`config.mk`:
```
export PLATFORM = sky130hd
export DESIGN_NAME = sio_exchange
export DESIGN_NICKNAME = d
export VERILOG_FILES = /design/src/logic/sio_pkg.sv /design/src/logic/sio_fifo.sv /design/src/logic/sio_exchange.sv
export SDC_FILE = /design/constraint.sdc
export NUM_CORES = 1
export LEC_CHECK = 0
export BUFFER_PORTS_ARGS = -buffer_cell sky130_fd_sc_hd__buf_2
export CORE_ASPECT_RATIO = 0.6
export CORE_UTILIZATION = 45
export CTS_CLUSTER_SIZE = 8
export DETAILED_ROUTE_END_ITERATION = 8
export PLACE_DENSITY_LB_ADDON = 0.12
export SYNTH_ARGS = -nofsm -noshare
export SYNTH_HDL_FRONTEND = slang
export SYNTH_HIERARCHICAL = 1
export SYNTH_SLANG_ARGS = --single-unit
```
`constraint.sdc`:
```
create_clock -name mclk -period 30.3 [get_ports mclk]
set_input_delay 3.03 -clock mclk [delete_from_list [all_inputs] [get_ports mclk]]
set_output_delay 3.03 -clock mclk [all_outputs]
set_load 0.1 [all_outputs]
```
`src/logic/sio_pkg.sv`:
```
// package of constants and carrier types for the shared io exchange
package sio_pkg;
  localparam int CLK_MHZ = 250;
  localparam int FAST_MS = 100;
  localparam int SLOW_MS = 1000;
  localparam int FAST_CYC = FAST_MS * 1000 * CLK_MHZ;
  localparam int SLOW_CYC = SLOW_MS * 1000 * CLK_MHZ;
  localparam int NUM_BRIDGE = 4;
  localparam int NUM_SHARED = 4;
  localparam int NUM_DIST_RX = 32;
  localparam int GRP_BITS = 8;
  localparam int FIFO_DEPTH = 8;
  localparam logic [1:0] KIND_SHARED_BIN = 2'h0;
  localparam logic [1:0] KIND_SHARED_ANA = 2'h1;
  localparam logic [1:0] KIND_DIST_BIN = 2'h2;
  localparam logic [1:0] KIND_BRIDGE = 2'h3;
  localparam logic [7:0] CAN_ADDR_RST = 8'h00;

  typedef struct packed {
    logic [1:0] kind;
    logic [7:0] index;
    logic [15:0] data;
  } sio_frame_type;

  localparam int FRAME_W = $bits(sio_frame_type);
endpackage : sio_pkg

```
`src/logic/sio_fifo.sv`:
```
// parameterised flip-flop fifo with valid and ready on both sides
`timescale 1ns/1ps
module sio_fifo #(
  parameter int WIDTH = 8,
  parameter int DEPTH = 8
) (
  input wire logic clk,
  input wire logic rst_n,
  input wire logic [WIDTH-1:0] in_data,
  input wire logic in_valid,
  output logic in_ready,
  output logic [WIDTH-1:0] out_data,
  output logic out_valid,
  input wire logic out_ready
);
  localparam int AW = $clog2(DEPTH);
  logic [WIDTH-1:0] mem_r [DEPTH];
  logic [AW-1:0] wp_r;
  logic [AW-1:0] rp_r;
  logic [AW:0] cnt_r;
  logic push;
  logic pop;

  // full and empty flags from the occupancy count
  assign in_ready = (cnt_r < (AW+1)'(DEPTH)); // room while fewer than depth words are held
  assign out_valid = (cnt_r != '0);
  assign out_data = mem_r[rp_r];
  assign push = in_valid && in_ready;
  assign pop = out_valid && out_ready;

  // storage write
  always_ff @(posedge clk) begin
    if (push) begin
      mem_r[wp_r] <= in_data;
    end
  end

  // pointers and count
  always_ff @(posedge clk or negedge rst_n) begin
    if (!rst_n) begin
      wp_r <= '0;
      rp_r <= '0;
      cnt_r <= '0;
    end else begin
      if (push) begin
        wp_r <= (wp_r == AW'(DEPTH - 1)) ? '0 : wp_r + 1'b1;
      end
      if (pop) begin
        rp_r <= (rp_r == AW'(DEPTH - 1)) ? '0 : rp_r + 1'b1;
      end
      if (push && !pop) begin
        cnt_r <= cnt_r + 1'b1;
      end else if (pop && !push) begin
        cnt_r <= cnt_r - 1'b1;
      end
    end
  end
endmodule : sio_fifo

```
`src/logic/sio_exchange.sv`:
```
// shared and distributed binary exchange engine with frame fifo
`timescale 1ns/1ps
// Summary of operation
// - each enabled shared binary group is sent every 100 ms while it changes, else every 1 s.
// - the distributed pack is sent every 100 ms while it changes, else every 1 s.
// - four bridge modules exist and each carries eight binary signals.
// - state signals reach the logic engine only through the bridge modules.
// - a configured receiver with no matching sender on the bus raises a missing flag.
// - one eight-bit distributed pack is owned and is silent when unconfigured or unused.
// - the distributed pack is tagged with the own bus address.
// - up to 32 distributed receivers exist and the own pack is received too.
// - distributed receiver inputs carry no names and no protections.
module sio_exchange #(
  parameter int FAST_CYCLES = sio_pkg::FAST_CYC,
  parameter int SLOW_CYCLES = sio_pkg::SLOW_CYC
) (
  input wire logic mclk,
  input wire logic rstn,
  input wire logic [7:0] can_addr,
  input wire logic [31:0] state_signals,
  output logic [31:0] bridge_to_logic,
  input wire logic [31:0] shared_bin_sender,
  input wire logic [3:0] shared_tx_en,
  input wire logic [7:0] distributed_bin_sender,
  input wire logic dist_tx_configured,
  input wire logic [7:0] dist_tx_used,
  output logic [sio_pkg::FRAME_W-1:0] tx_frame,
  output logic tx_valid,
  input wire logic tx_ready,
  input wire logic [sio_pkg::FRAME_W-1:0] rx_frame,
  input wire logic rx_valid,
  input wire logic [3:0] shared_rx_cfg,
  input wire logic [31:0] dist_rx_cfg,
  input wire logic timeout_tick,
  output logic [31:0] shared_bin_receiver,
  output logic [255:0] distributed_bin_receiver,
  output logic [3:0] shared_missing,
  output logic [31:0] dist_missing
);
  localparam int NSRC = sio_pkg::NUM_SHARED + 1;
  logic rst_s1_r;
  logic rst_s2_r;
  logic [7:0] last_r [NSRC];
  logic [31:0] cnt_r [NSRC];
  logic [NSRC-1:0] chg_r;
  logic [NSRC-1:0] due;
  logic [NSRC-1:0] act;
  logic [7:0] cur [NSRC];
  logic [2:0] sel;
  logic sel_ok;
  sio_pkg::sio_frame_type q_in;
  sio_pkg::sio_frame_type rx_f;
  logic q_ready;
  logic [3:0] sh_seen_r;
  logic [31:0] ds_seen_r;

  // reset release through two flops
  always_ff @(posedge mclk or negedge rstn) begin
    if (!rstn) begin
      rst_s1_r <= 1'b0;
      rst_s2_r <= 1'b0;
    end else begin
      rst_s1_r <= 1'b1;
      rst_s2_r <= rst_s1_r;
    end
  end

  // state signals pass to the logic engine only via the four bridges of eight bits
  always_ff @(posedge mclk or negedge rst_s2_r) begin
    if (!rst_s2_r) begin
      bridge_to_logic <= '0;
    end else begin
      bridge_to_logic <= state_signals;
    end
  end

  // source selection: shared groups then the distributed pack
  always_comb begin
    for (int i = 0; i < sio_pkg::NUM_SHARED; i++) begin
      cur[i] = shared_bin_sender[i*8 +: 8];
      act[i] = shared_tx_en[i];
    end
    cur[sio_pkg::NUM_SHARED] = distributed_bin_sender;
    act[sio_pkg::NUM_SHARED] = dist_tx_configured && (dist_tx_used != 8'h00);
  end

  // pacing: 100 ms after a change, 1 s otherwise
  always_comb begin
    for (int i = 0; i < NSRC; i++) begin
      due[i] = act[i] && ((chg_r[i] || cur[i] != last_r[i]) ? (cnt_r[i] >= 32'(FAST_CYCLES - 1))
               : (cnt_r[i] >= 32'(SLOW_CYCLES - 1)));
    end
    sel = 3'h0;
    sel_ok = 1'b0;
    for (int i = NSRC - 1; i >= 0; i--) begin
      if (due[i]) begin
        sel = 3'(i);
        sel_ok = 1'b1;
      end
    end
  end

  // frame build: whole group in one frame, pack tagged with own address
  always_comb begin
    q_in.data = {8'h00, cur[sel]};
    if (sel == 3'(sio_pkg::NUM_SHARED)) begin
      q_in.kind = sio_pkg::KIND_DIST_BIN;
      q_in.index = can_addr;
    end else begin
      q_in.kind = sio_pkg::KIND_SHARED_BIN;
      q_in.index = {5'h00, sel};
    end
  end

  // per source timers and change memory
  always_ff @(posedge mclk or negedge rst_s2_r) begin
    if (!rst_s2_r) begin
      for (int i = 0; i < NSRC; i++) begin
        last_r[i] <= 8'h00;
        cnt_r[i] <= 32'h0000_0000;
      end
      chg_r <= '0;
    end else begin
      for (int i = 0; i < NSRC; i++) begin
        if (sel_ok && q_ready && sel == 3'(i)) begin
          last_r[i] <= cur[i];
          cnt_r[i] <= 32'h0000_0000;
          chg_r[i] <= 1'b0;
        end else begin
          if (cur[i] != last_r[i]) begin
            chg_r[i] <= 1'b1;
          end
          if (!due[i]) begin
            cnt_r[i] <= cnt_r[i] + 32'h0000_0001;
          end
        end
      end
    end
  end

  sio_fifo #(
    .WIDTH(sio_pkg::FRAME_W),
    .DEPTH(sio_pkg::FIFO_DEPTH)
  ) u_fifo (
    .clk(mclk),
    .rst_n(rst_s2_r),
    .in_data(q_in),
    .in_valid(sel_ok),
    .in_ready(q_ready),
    .out_data(tx_frame),
    .out_valid(tx_valid),
    .out_ready(tx_ready)
  );

  assign rx_f = rx_frame;

  // receive path: whole groups update at once, own pack accepted as well
  always_ff @(posedge mclk or negedge rst_s2_r) begin
    if (!rst_s2_r) begin
      shared_bin_receiver <= '0;
      distributed_bin_receiver <= '0;
      sh_seen_r <= '0;
      ds_seen_r <= '0;
    end else begin
      if (timeout_tick) begin
        sh_seen_r <= '0;
        ds_seen_r <= '0;
      end
      if (rx_valid && rx_f.kind == sio_pkg::KIND_SHARED_BIN && rx_f.index < 8'h04) begin
        shared_bin_receiver[rx_f.index[1:0]*8 +: 8] <= rx_f.data[7:0];
        sh_seen_r[rx_f.index[1:0]] <= 1'b1;
      end
      if (rx_valid && rx_f.kind == sio_pkg::KIND_DIST_BIN && rx_f.index < 8'h20) begin
        distributed_bin_receiver[rx_f.index[4:0]*8 +: 8] <= rx_f.data[7:0];
        ds_seen_r[rx_f.index[4:0]] <= 1'b1;
      end
    end
  end

  // missing sender flags; distributed inputs get only raw bits, no names or protections
  always_ff @(posedge mclk or negedge rst_s2_r) begin
    if (!rst_s2_r) begin
      shared_missing <= '0;
      dist_missing <= '0;
    end else if (timeout_tick) begin
      shared_missing <= shared_rx_cfg & ~sh_seen_r;
      dist_missing <= dist_rx_cfg & ~ds_seen_r;
    end
  end
endmodule : sio_exchange

```
Word-level counts from Yosys, hierarchy flattened
Memories as Yosys holds them, arrays and structs flattened. Index checks and enable logic that the tools add are counted.

Multiplexer cells: 55. Reductions and logical operators: 38. Magnitude comparators: 18. Equality and inequality tests: 17. Shift operators: 4. Add/subtract/negate cells: 11. Bitwise operators: 7.

Operator list (number): 32-bit two-way mux (12); 256-bit bitwise mux (1); 8-bit by 34-bit variable shift with 256-bit output, first input constant (1); 8-bit by 34-bit variable part select with 256-bit output (1); 32-bit by 1-bit adder with 32-bit output, second input constant (5); 32-bit by 25-bit >= comparator with 1-bit output, second input constant (5); 32-bit by 28-bit >= comparator with 1-bit output, second input constant (5); 8-bit != test (5); 5-bit negator with 34-bit output (1); 8-bit negator with 34-bit output (1); 8-bit by 34-bit variable shift with 32-bit output, first input constant (1); 8-bit by 34-bit variable part select with 32-bit output (1); 32-bit AND (1); 32-bit bitwise mux (1); 32-bit inverter (1); 32-bit bitwise OR (1); 8-bit binary-select mux with 3-bit select (1); 1-bit two-way mux (24); 1-bit logical AND (21); 3-bit two-way mux (7); 4-bit two-way mux (4); 8-bit two-way mux (2); 2-bit nonzero test (6); 10-bit two-way mux (1); 28 further kinds (41).

Memories: 1. Register bits after elaboration: 609. RAM bits: 144. Logic and storage cells: 178. Input port bits: 160. Output and inout bits: 383.

Memories: u_fifo.mem_r (depth 8, bits a word 18, read ports 1, clocked after memory_dff 0, wr ports 1, RTL line sio_fifo.sv:17) `logic [WIDTH-1:0] mem_r [DEPTH];`.

Logic depth before layout (Yosys ltp)
Gate-level depths: netlist (run 1).

Word-level depth: 14. Gate-level depth with buffers: 18. Gate-level depth less buffers: 15.

Cells and area by module
The synthesis (run 1) kept the hierarchy.

By module, submodules not included: sio_exchange (times used 1, cells each 2699, seq. area each 14989.4 um2, area an instance 26593.0 um2); sio_fifo (times used 1, cells each 365, seq. area each 6496.2 um2, area an instance 8649.5 um2).

Least setup slack after synthesis (run 1)
OpenSTA, ideal clock, no wires.

Path type: input-to-reg. Start: input distributed_bin_sender[7]. End: memory u_fifo/mem_r[0][0] in the netlist's numbering, enable pin. Library setup time: 0.442 ns. Path buffers: 3. Arrival: 7.056 ns. Path slack: 22.802 ns. Cell stages on the path: 12. Required time: 29.858 ns. Path through: xnor2_1 -> nand3_1 -> nor4_1 -> nand4b_1 -> and2_1 -> clkbuf_1 -> clkbuf_1 -> or3_1 -> nor2b_1 -> clkbuf_1 -> nand2b_1 -> nor3_1.

Longest elaborated chain between the ends: 12.

Ends and longest elaborated chain: start: declaration (RTL line sio_exchange.sv:24) `input wire logic [7:0] distributed_bin_sender,`; 8-bit != test (RTL line sio_exchange.sv:90) `due[i] = act[i] && ((chg_r[i] || cur[i] != last_r[i]) ? (cnt_r[i] >= 32'(FAST_CYCLES - 1))`; 1-bit logical OR (RTL line sio_exchange.sv:90); 1-bit two-way mux (RTL line sio_exchange.sv:90); 1-bit logical AND (RTL line sio_exchange.sv:90); 1-bit two-way mux (5 in a row) (RTL line sio_exchange.sv:96) `if (due[i]) begin`; named net sel_ok (RTL line sio_exchange.sv:50) `logic sel_ok;`; 1-bit logical AND (RTL line sio_fifo.sv:28) `assign push = in_valid && in_ready;`; named net u_fifo.push (RTL line sio_fifo.sv:21) `logic push;`; 1-bit two-way mux (RTL line sio_fifo.sv:33) `if (push) begin`; 1-bit two-way mux (not written as such) (RTL line sio_fifo.sv:34) `mem_r[wp_r] <= in_data;`; end: declaration (RTL line sio_fifo.sv:17).

The timed path passes the listed nets, and every way through them passes these cells.

Worst setup path after layout (run 1)
Start: input shared_bin_sender[7]. End: register u_fifo.cnt_r[3].

Longest elaborated chain between the ends: 9. Elaborated cells between the ends (all ways): 11. Classes of those cells: eq/ne: 1; mux: 3; reduce/logical: 7.

Ends and longest elaborated chain: start: declaration (RTL line sio_exchange.sv:22) `input wire logic [31:0] shared_bin_sender,`; 8-bit != test * (RTL line sio_exchange.sv:90); 1-bit logical OR * (RTL line sio_exchange.sv:90); 1-bit two-way mux * (RTL line sio_exchange.sv:90); 1-bit logical AND * (RTL line sio_exchange.sv:90); 1-bit two-way mux * (RTL line sio_exchange.sv:96); named net sel_ok (RTL line sio_exchange.sv:50); 1-bit logical AND * (RTL line sio_fifo.sv:28); 1-bit zero test (RTL line sio_fifo.sv:53) `end else if (pop && !push) begin`; 1-bit logical AND (RTL line sio_fifo.sv:53); 2-bit nonzero test (no line); end signal: assignment (RTL line sio_fifo.sv:52) `cnt_r <= cnt_r + 1'b1;`; end signal: assignment (RTL line sio_fifo.sv:54) `cnt_r <= cnt_r - 1'b1;`; end: declaration (RTL line sio_fifo.sv:20) `logic [AW:0] cnt_r;`.

Mark *: on every way through the listed nets, which the timed path passes. The rest lies on a longest branch. A chain may end at the register's enable or synchronous reset.

==> flow_summary.json, run 1 <==
{
  "cts_hold_buffers": 0,
  "share_seq_of_total_power": 0.392,
  "setup_violations": 0,
  "end_kind": "register",
  "die_y_um": 219,
  "slew_violations": 0,
  "coreArea_um2": 77500,
  "place.gp.congestion": 0.942,
  "intPower_mw": 2.43,
  "grt_max_degree": 171,
  "maxCapViolations": 0,
  "syn-instance-count": 3064,
  "grt_pass1_vias": 25700,
  "vias": 26400,
  "fp-row-count": 79,
  "startpoint_type": "input port",
  "p_leak_nw": 18.2,
  "timing.rr.start": "last_r[39]",
  "finalCritPeriodShare": 0.245,
  "clkSinkCount": 817,
  "p_clk_frac": 0.285,
  "crit_fanout": 21,
  "postRouteAntennaNets": 0,
  "grt_pass1_wl_mm": 153,
  "postCtsSetupRepairBufs": 0,
  "r2r-end": "u_fifo/cnt_r[3]",
  "p_comb_frac": 0.323,
  "layout-drive-gt1-share": 0.226,
  "nNetsFinal": 3840,
  "grt_overflow": 0,
  "postSynth.asyncResetShare": 0.745,
  "fin_crit_ps": 7420,
  "hold_violations": 0,
  "switching_share": 0.378,
  "routed_wl_mm": 100,
  "rr_worst_depth": 14,
  "status": "finished, final reports clean",
  "p_switching_mw": 1.48,
  "ys.flop_type": "dfrtp_1",
  "antenna_found_initial": 10,
  "synth_edf_count": 208,
  "io_buffers": 534,
  "holdPathStages": 0,
  "dp_hpwl_mm": 68.7,
  "routed_via_density": 5.57,
  "ys_seq_area_frac": 0.610,
  "cts_buffer_depth": 3,
  "ctsResizeCount": 0,
  "worstMarginPinSlew_ps": 1200,
  "required_ps": 30860,
  "min-delay-start": "rst_s1_r",
  "num_io_pins": 543,
  "drc_errors": 0,
  "utilization": 0.544,
  "holdCritPathClass": "register to register",
  "root_buffer": "clkbuf_16",
  "numCtsBuffers": 112,
  "final_cell_mix": "dfrtp_1, buf_2, nand2_1",
  "track_usage": 0.251,
  "max_freq_mhz": 135,
  "crit_type": "input port to register",
  "fin_skew_ps": 24.5,
  "synth_warnings": 6,
  "place_ws_ps": 22270,
  "cts_tree": "built",
  "holdPathEnd": "rst_s2_r",
  "clk_pin_slew_ps": 50,
  "ys_seq_elements": 817,
  "dr.pass1.iters": 6,
  "final_common_cell": "dfrtp_1",
  "synth.cell_area_um2": 35200,
  "die_area_um2": 79500,
  "start_util": 0.455,
  "die_w_um": 363,
  "h-tree-depth": 3,
  "ir_worst_vdd_uv": 76.9,
  "fin_tns_setup_ps": 0,
  "synth_cell_type_count": 84,
  "reg2reg_slack_ps": 24940,
  "power_mw": 3.91,
  "wire_per_inst_um": 21.1,
  "worst_slack_ps": 22880,
  "rsz0062_at_grt": "no",
  "area_delta_synth_final_pct": 19.6,
  "slew_headroom": 0.196,
  "clock_latency_ps": 700,
  "postSynthAreaPerCell_um2": 11.5,
  "critPathArrivalTime_ps": 7980,
  "drt_iter0_markers": 2142,
  "p_per_area_nw_per_um2": 92.7
}
## worst max-delay path: stages
cell and delay (ps):
buf_2 120, xnor2_1 130, nand3_1 120, nor4_1 690
nand4_1 300, nand2_1 750, nand2_1 570, or3_1 540
nor2b_1 220, ha_1 290, inv_1 160, ha_1 310
or4_1 520, o211ai_1 110, o211ai_1 110
## power by group through the flow
stage / Combinational, mW / Clock [mW] / Sequential [mW]
2_1_floorplan: 0.941 / 0 / 1.56
4_1_cts: 1.27 / 1.14 / 1.53
5_1_grt: 1.36 / 1.19 / 1.56
3_3_place_gp: 1.23 / 0 / 1.53
6_report: 1.26 / 1.11 / 1.53
3_5_place_dp: 1.26 / 0 / 1.55
## worst max path at each step
stage | depth (start not counted) | end | slack, ps | start
4_1_cts | 15 | u_fifo/cnt_r[3] | 23000 | shared_bin_sender[5]
5_1_grt | 15 | u_fifo/cnt_r[3] | 22590 | shared_bin_sender[7]
6_report | 15 | u_fifo/cnt_r[3] | 22880 | shared_bin_sender[7]
3_5_place_dp | 15 | u_fifo/cnt_r[3] | 22270 | shared_bin_sender[5]
3_3_place_gp | 15 | u_fifo/cnt_r[3] | 22540 | shared_bin_sender[7]
2_1_floorplan | 0 | bridge_to_logic[0] | 12070 | rst_s2_r
## state kept, by name, indices dropped and copies added (netlist names)
register / cells
u_fifo/cnt_r: 4
u_fifo/mem_r: 208
chg_r: 5
cnt_r: 160
bridge_to_logic: 32
last_r: 40
shared_bin_receiver: 32
rst_s1_r: 1
sh_seen_r: 4
dist_missing: 32
shared_missing: 4
rst_s2_r: 1
ds_seen_r: 32
u_fifo/wp_r: 3
u_fifo/rp_r: 3
distributed_bin_receiver: 256
## stage by stage
stage / cells / hold WS, ps / area (um2)
2_1_floorplan: 3135 / 331 / 35500
3_3_place_gp: 4597 / 337 / 39100
3_5_place_dp: 4597 / 340 / 39100
4_1_cts: 4743 / 354 / 42100
5_1_grt: 4747 / 363 / 42200
6_report: 4748 / 352 / 42200
## layout make-up
class                           count  area (um2)
Clock inverter                      6         100
Timing Repair Buffer              572        2970
Sequential cell                   817       21500
Inverter                           71         267
Multi-Input combinational cell   2085       13100
Antenna cell                        4        10.0
Fill cell                        6761       35300
Clock buffer                      140        2910
Tap cell                         1053        1320
## kinds of logic (layout without fill, tap and decap cells)
| group | after synthesis | count (layout) | share of synthesized area |
|---|---|---|---|
| fa+ha+maj | 21 | 21 | 0.00767 |
| xor+xnor | 146 | 146 | 0.0363 |
| buf+inv | 233 | 789 | 0.0282 |
| flops | 817 | 817 | 0.610 |
| mux | 133 | 133 | 0.0642 |
| other cells | 2 | 77 | 0.000213 |
| simple gates | 1138 | 1138 | 0.152 |
| compound gates | 574 | 574 | 0.102 |
## routing by layer
metal | global-route usage | vias up | part of all wire
li1 | - | 12200 | -
met1 | 0.366 | 13200 | 0.45
met2 | 0.370 | 910 | 0.45
met3 | 0.0484 | 197 | 0.063
met4 | 0.100 | 0 | 0.038
met5 | 0 | - | 0
## synthesized netlist by cell type (5+ instances only)
cell type | instances | area, um2
a211oi_1 | 7 | 52.6
a21oi_1 | 58 | 290
a221o_1 | 9 | 90.1
a31o_2 | 35 | 307
a31oi_1 | 8 | 50.1
a41o_1 | 5 | 50.1
and2_0 | 5 | 31.3
and2_1 | 16 | 100
and3_1 | 24 | 150
and4_1 | 8 | 70.1
buf_1 | 9 | 33.8
buf_2 | 15 | 75.1
buf_4 | 6 | 45.0
buf_6 | 9 | 101
clkbuf_1 | 122 | 458
dfrtp_1 | 609 | 15200
edfxtp_1 | 208 | 6250
ha_1 | 20 | 250
inv_1 | 71 | 267
mux2_1 | 5 | 56.3
mux2_2 | 67 | 754
mux2i_1 | 9 | 90.1
mux4_1 | 51 | 1340
nand2_1 | 482 | 1810
nand2b_1 | 11 | 68.8
nand3_1 | 151 | 756
nand4_1 | 41 | 257
nor2_1 | 191 | 717
nor2b_1 | 37 | 231
nor3_1 | 38 | 190
nor4_1 | 62 | 388
nor4b_1 | 8 | 70.1
o21ai_0 | 280 | 1400
o22ai_1 | 23 | 144
o31ai_1 | 102 | 766
or2_2 | 5 | 31.3
or3_1 | 21 | 131
or4_1 | 19 | 143
xnor2_1 | 108 | 946
xor2_1 | 38 | 333
Note: power is estimated with default switching activity, not from simulation.
==> run 2, diff against run 1 <==
clock period = 7.4 ns   (was 30.3 ns; I/O delays follow)
==> flow_summary.json, run 2 (synthesis results as in run 1) <==
{
  "fp-row-count": 79,
  "maxCapViolations": 0,
  "cp-endpoint": "u_fifo/mem_r[2][6]",
  "timing.rr.start": "last_r[38]",
  "drc_errors": 0,
  "nNetsFinal": 3841,
  "routed_via_density": 5.57,
  "crit_fanout": 21,
  "ctsResizeCount": 0,
  "num_io_pins": 543,
  "p_leak_nw": 18.3,
  "routed_wl_mm": 99.3,
  "io_buffers": 534,
  "wire_per_inst_um": 20.9,
  "grt_overflow": 0,
  "slew_violations": 0,
  "required_ps": 7770,
  "clock_latency_ps": 700,
  "holdPathStages": 1,
  "setup_violations": 0,
  "setup.worst_path.start": "last_r[38]",
  "finalCritPeriodShare": 0.696,
  "holdCritPathClass": "input port to register",
  "r2r-end": "u_fifo/mem_r[2][6]",
  "layout-drive-gt1-share": 0.226,
  "reg2reg_slack_ps": 2250,
  "final_common_cell": "dfrtp_1",
  "reg_top3": "distributed_bin_receiver: 256 flops, u_fifo/mem_r: 208 flops, cnt_r: 160 flops",
  "clk_pin_slew_ps": 50,
  "worstMarginPinSlew_ps": 1230,
  "hold_violations": 0,
  "die_w_um": 363,
  "startpoint_type": "register",
  "start_util": 0.455,
  "status": "finished, final reports clean",
  "vias": 26500,
  "track_usage": 0.250,
  "root_buffer": "clkbuf_16",
  "clkSinkCount": 817,
  "place.gp.congestion": 0.922,
  "numCtsBuffers": 112,
  "nFillCells": 6796,
  "dp_hpwl_mm": 67.8,
  "crit_type": "register to register",
  "ir_worst_vdd_uv": 365,
  "postCtsSetupRepairBufs": 0,
  "cts_tree": "built",
  "drt_iter0_markers": 2681,
  "cts_buffer_depth": 3,
  "fin_tns_setup_ps": 0,
  "rr_worst_depth": 11,
  "antenna_found_initial": 6,
  "grt_pass1_wl_mm": 152,
  "grt_max_degree": 177,
  "area_delta_synth_final_pct": 19.9,
  "dp_cells": 4598,
  "p_per_area_nw_per_um2": 380,
  "postRouteAntennaNets": 0,
  "largest_reg_flops": 256,
  "max_freq_mhz": 194,
  "end_kind": "register",
  "fin_crit_ps": 5150,
  "rsz0062_at_grt": "no",
  "cts_hold_buffers": 1,
  "slew_headroom": 0.176,
  "fin_skew_ps": 20.8,
  "die_area_um2": 79500,
  "final_cell_mix": "dfrtp_1, buf_2, nand2_1",
  "top_register": "distributed_bin_receiver",
  "dr.pass1.iters": 5,
  "coreArea_um2": 77500,
  "grt_pass1_vias": 25400,
  "h-tree-depth": 3,
  "finalNonFillerCells": 4754,
  "die_y_um": 219,
  "critPathArrivalTime_ps": 5520
}
run 2: worst max-delay path, cell delays in order, from the launching register on:
cell and delay [ps]:
dfrtp_1 390, xnor2_1 170, nand3_1 120, nor4_1 540, a221o_1 320, nand2_1 500, nand2_1 650, or3_1 260
nor2b_1 420, nand2b_1 270, nor2_2 720, buf_4 420
run 2: per-layer routing:
layer  up-vias  share of wire  GRT usage
li1      12200              -          -
met4         2          0.031     0.0850
met2       846           0.45      0.372
met3       189          0.059     0.0479
met1     13300           0.46      0.366
met5         -        0.00013          0
run 2: power breakdown:
group / internal (mW) / switching, mW / total [mW]
registers: 5.69 / 0.546 / 6.23
clock network: 2.72 / 1.89 / 4.61
logic: 1.57 / 3.65 / 5.22
run 2: through the flow:
| stage | power (mW) | utilization | hold WS, ps | worst slack, ps | area [um2] |
|---|---|---|---|---|---|
| final | 16.1 | 0.545 | 145 | 2250 | 42300 |
| after global routing | 16.9 | 0.545 | 101 | 1830 | 42300 |
| after global placement | 11.3 | 0.505 | 332 | 1920 | 39200 |
| after floorplan | 10.2 | - | 331 | 1500 | 35500 |
| after CTS | 16.2 | 0.545 | 95.7 | 2130 | 42200 |
| after detailed placement | 11.5 | 0.505 | 342 | 1700 | 39200 |
run 2: worst min path at each step:
stage / from / end / slack, ps
5_1_grt: state_signals[21] / bridge_to_logic[21] / 100
4_1_cts: state_signals[30] / bridge_to_logic[30] / 100
3_3_place_gp: rst_s1_r / rst_s2_r / 330
2_1_floorplan: rst_s1_r / rst_s2_r / 330
6_report: state_signals[30] / bridge_to_logic[30] / 150
3_5_place_dp: rst_s1_r / rst_s2_r / 340
run 2: final cells by class:
class | instances | area [um2] | area share
Clock inverter | 8 | 145 | 0.00343
Inverter | 71 | 267 | 0.00631
Multi-Input combinational cell | 2085 | 13100 | 0.310
Antenna cell | 5 | 12.5 | 0.000296
Timing Repair Buffer | 573 | 3010 | 0.0711
Sequential cell | 817 | 21500 | 0.509
Tap cell | 1053 | 1320 | 0.0312
Clock buffer | 142 | 2920 | 0.0690
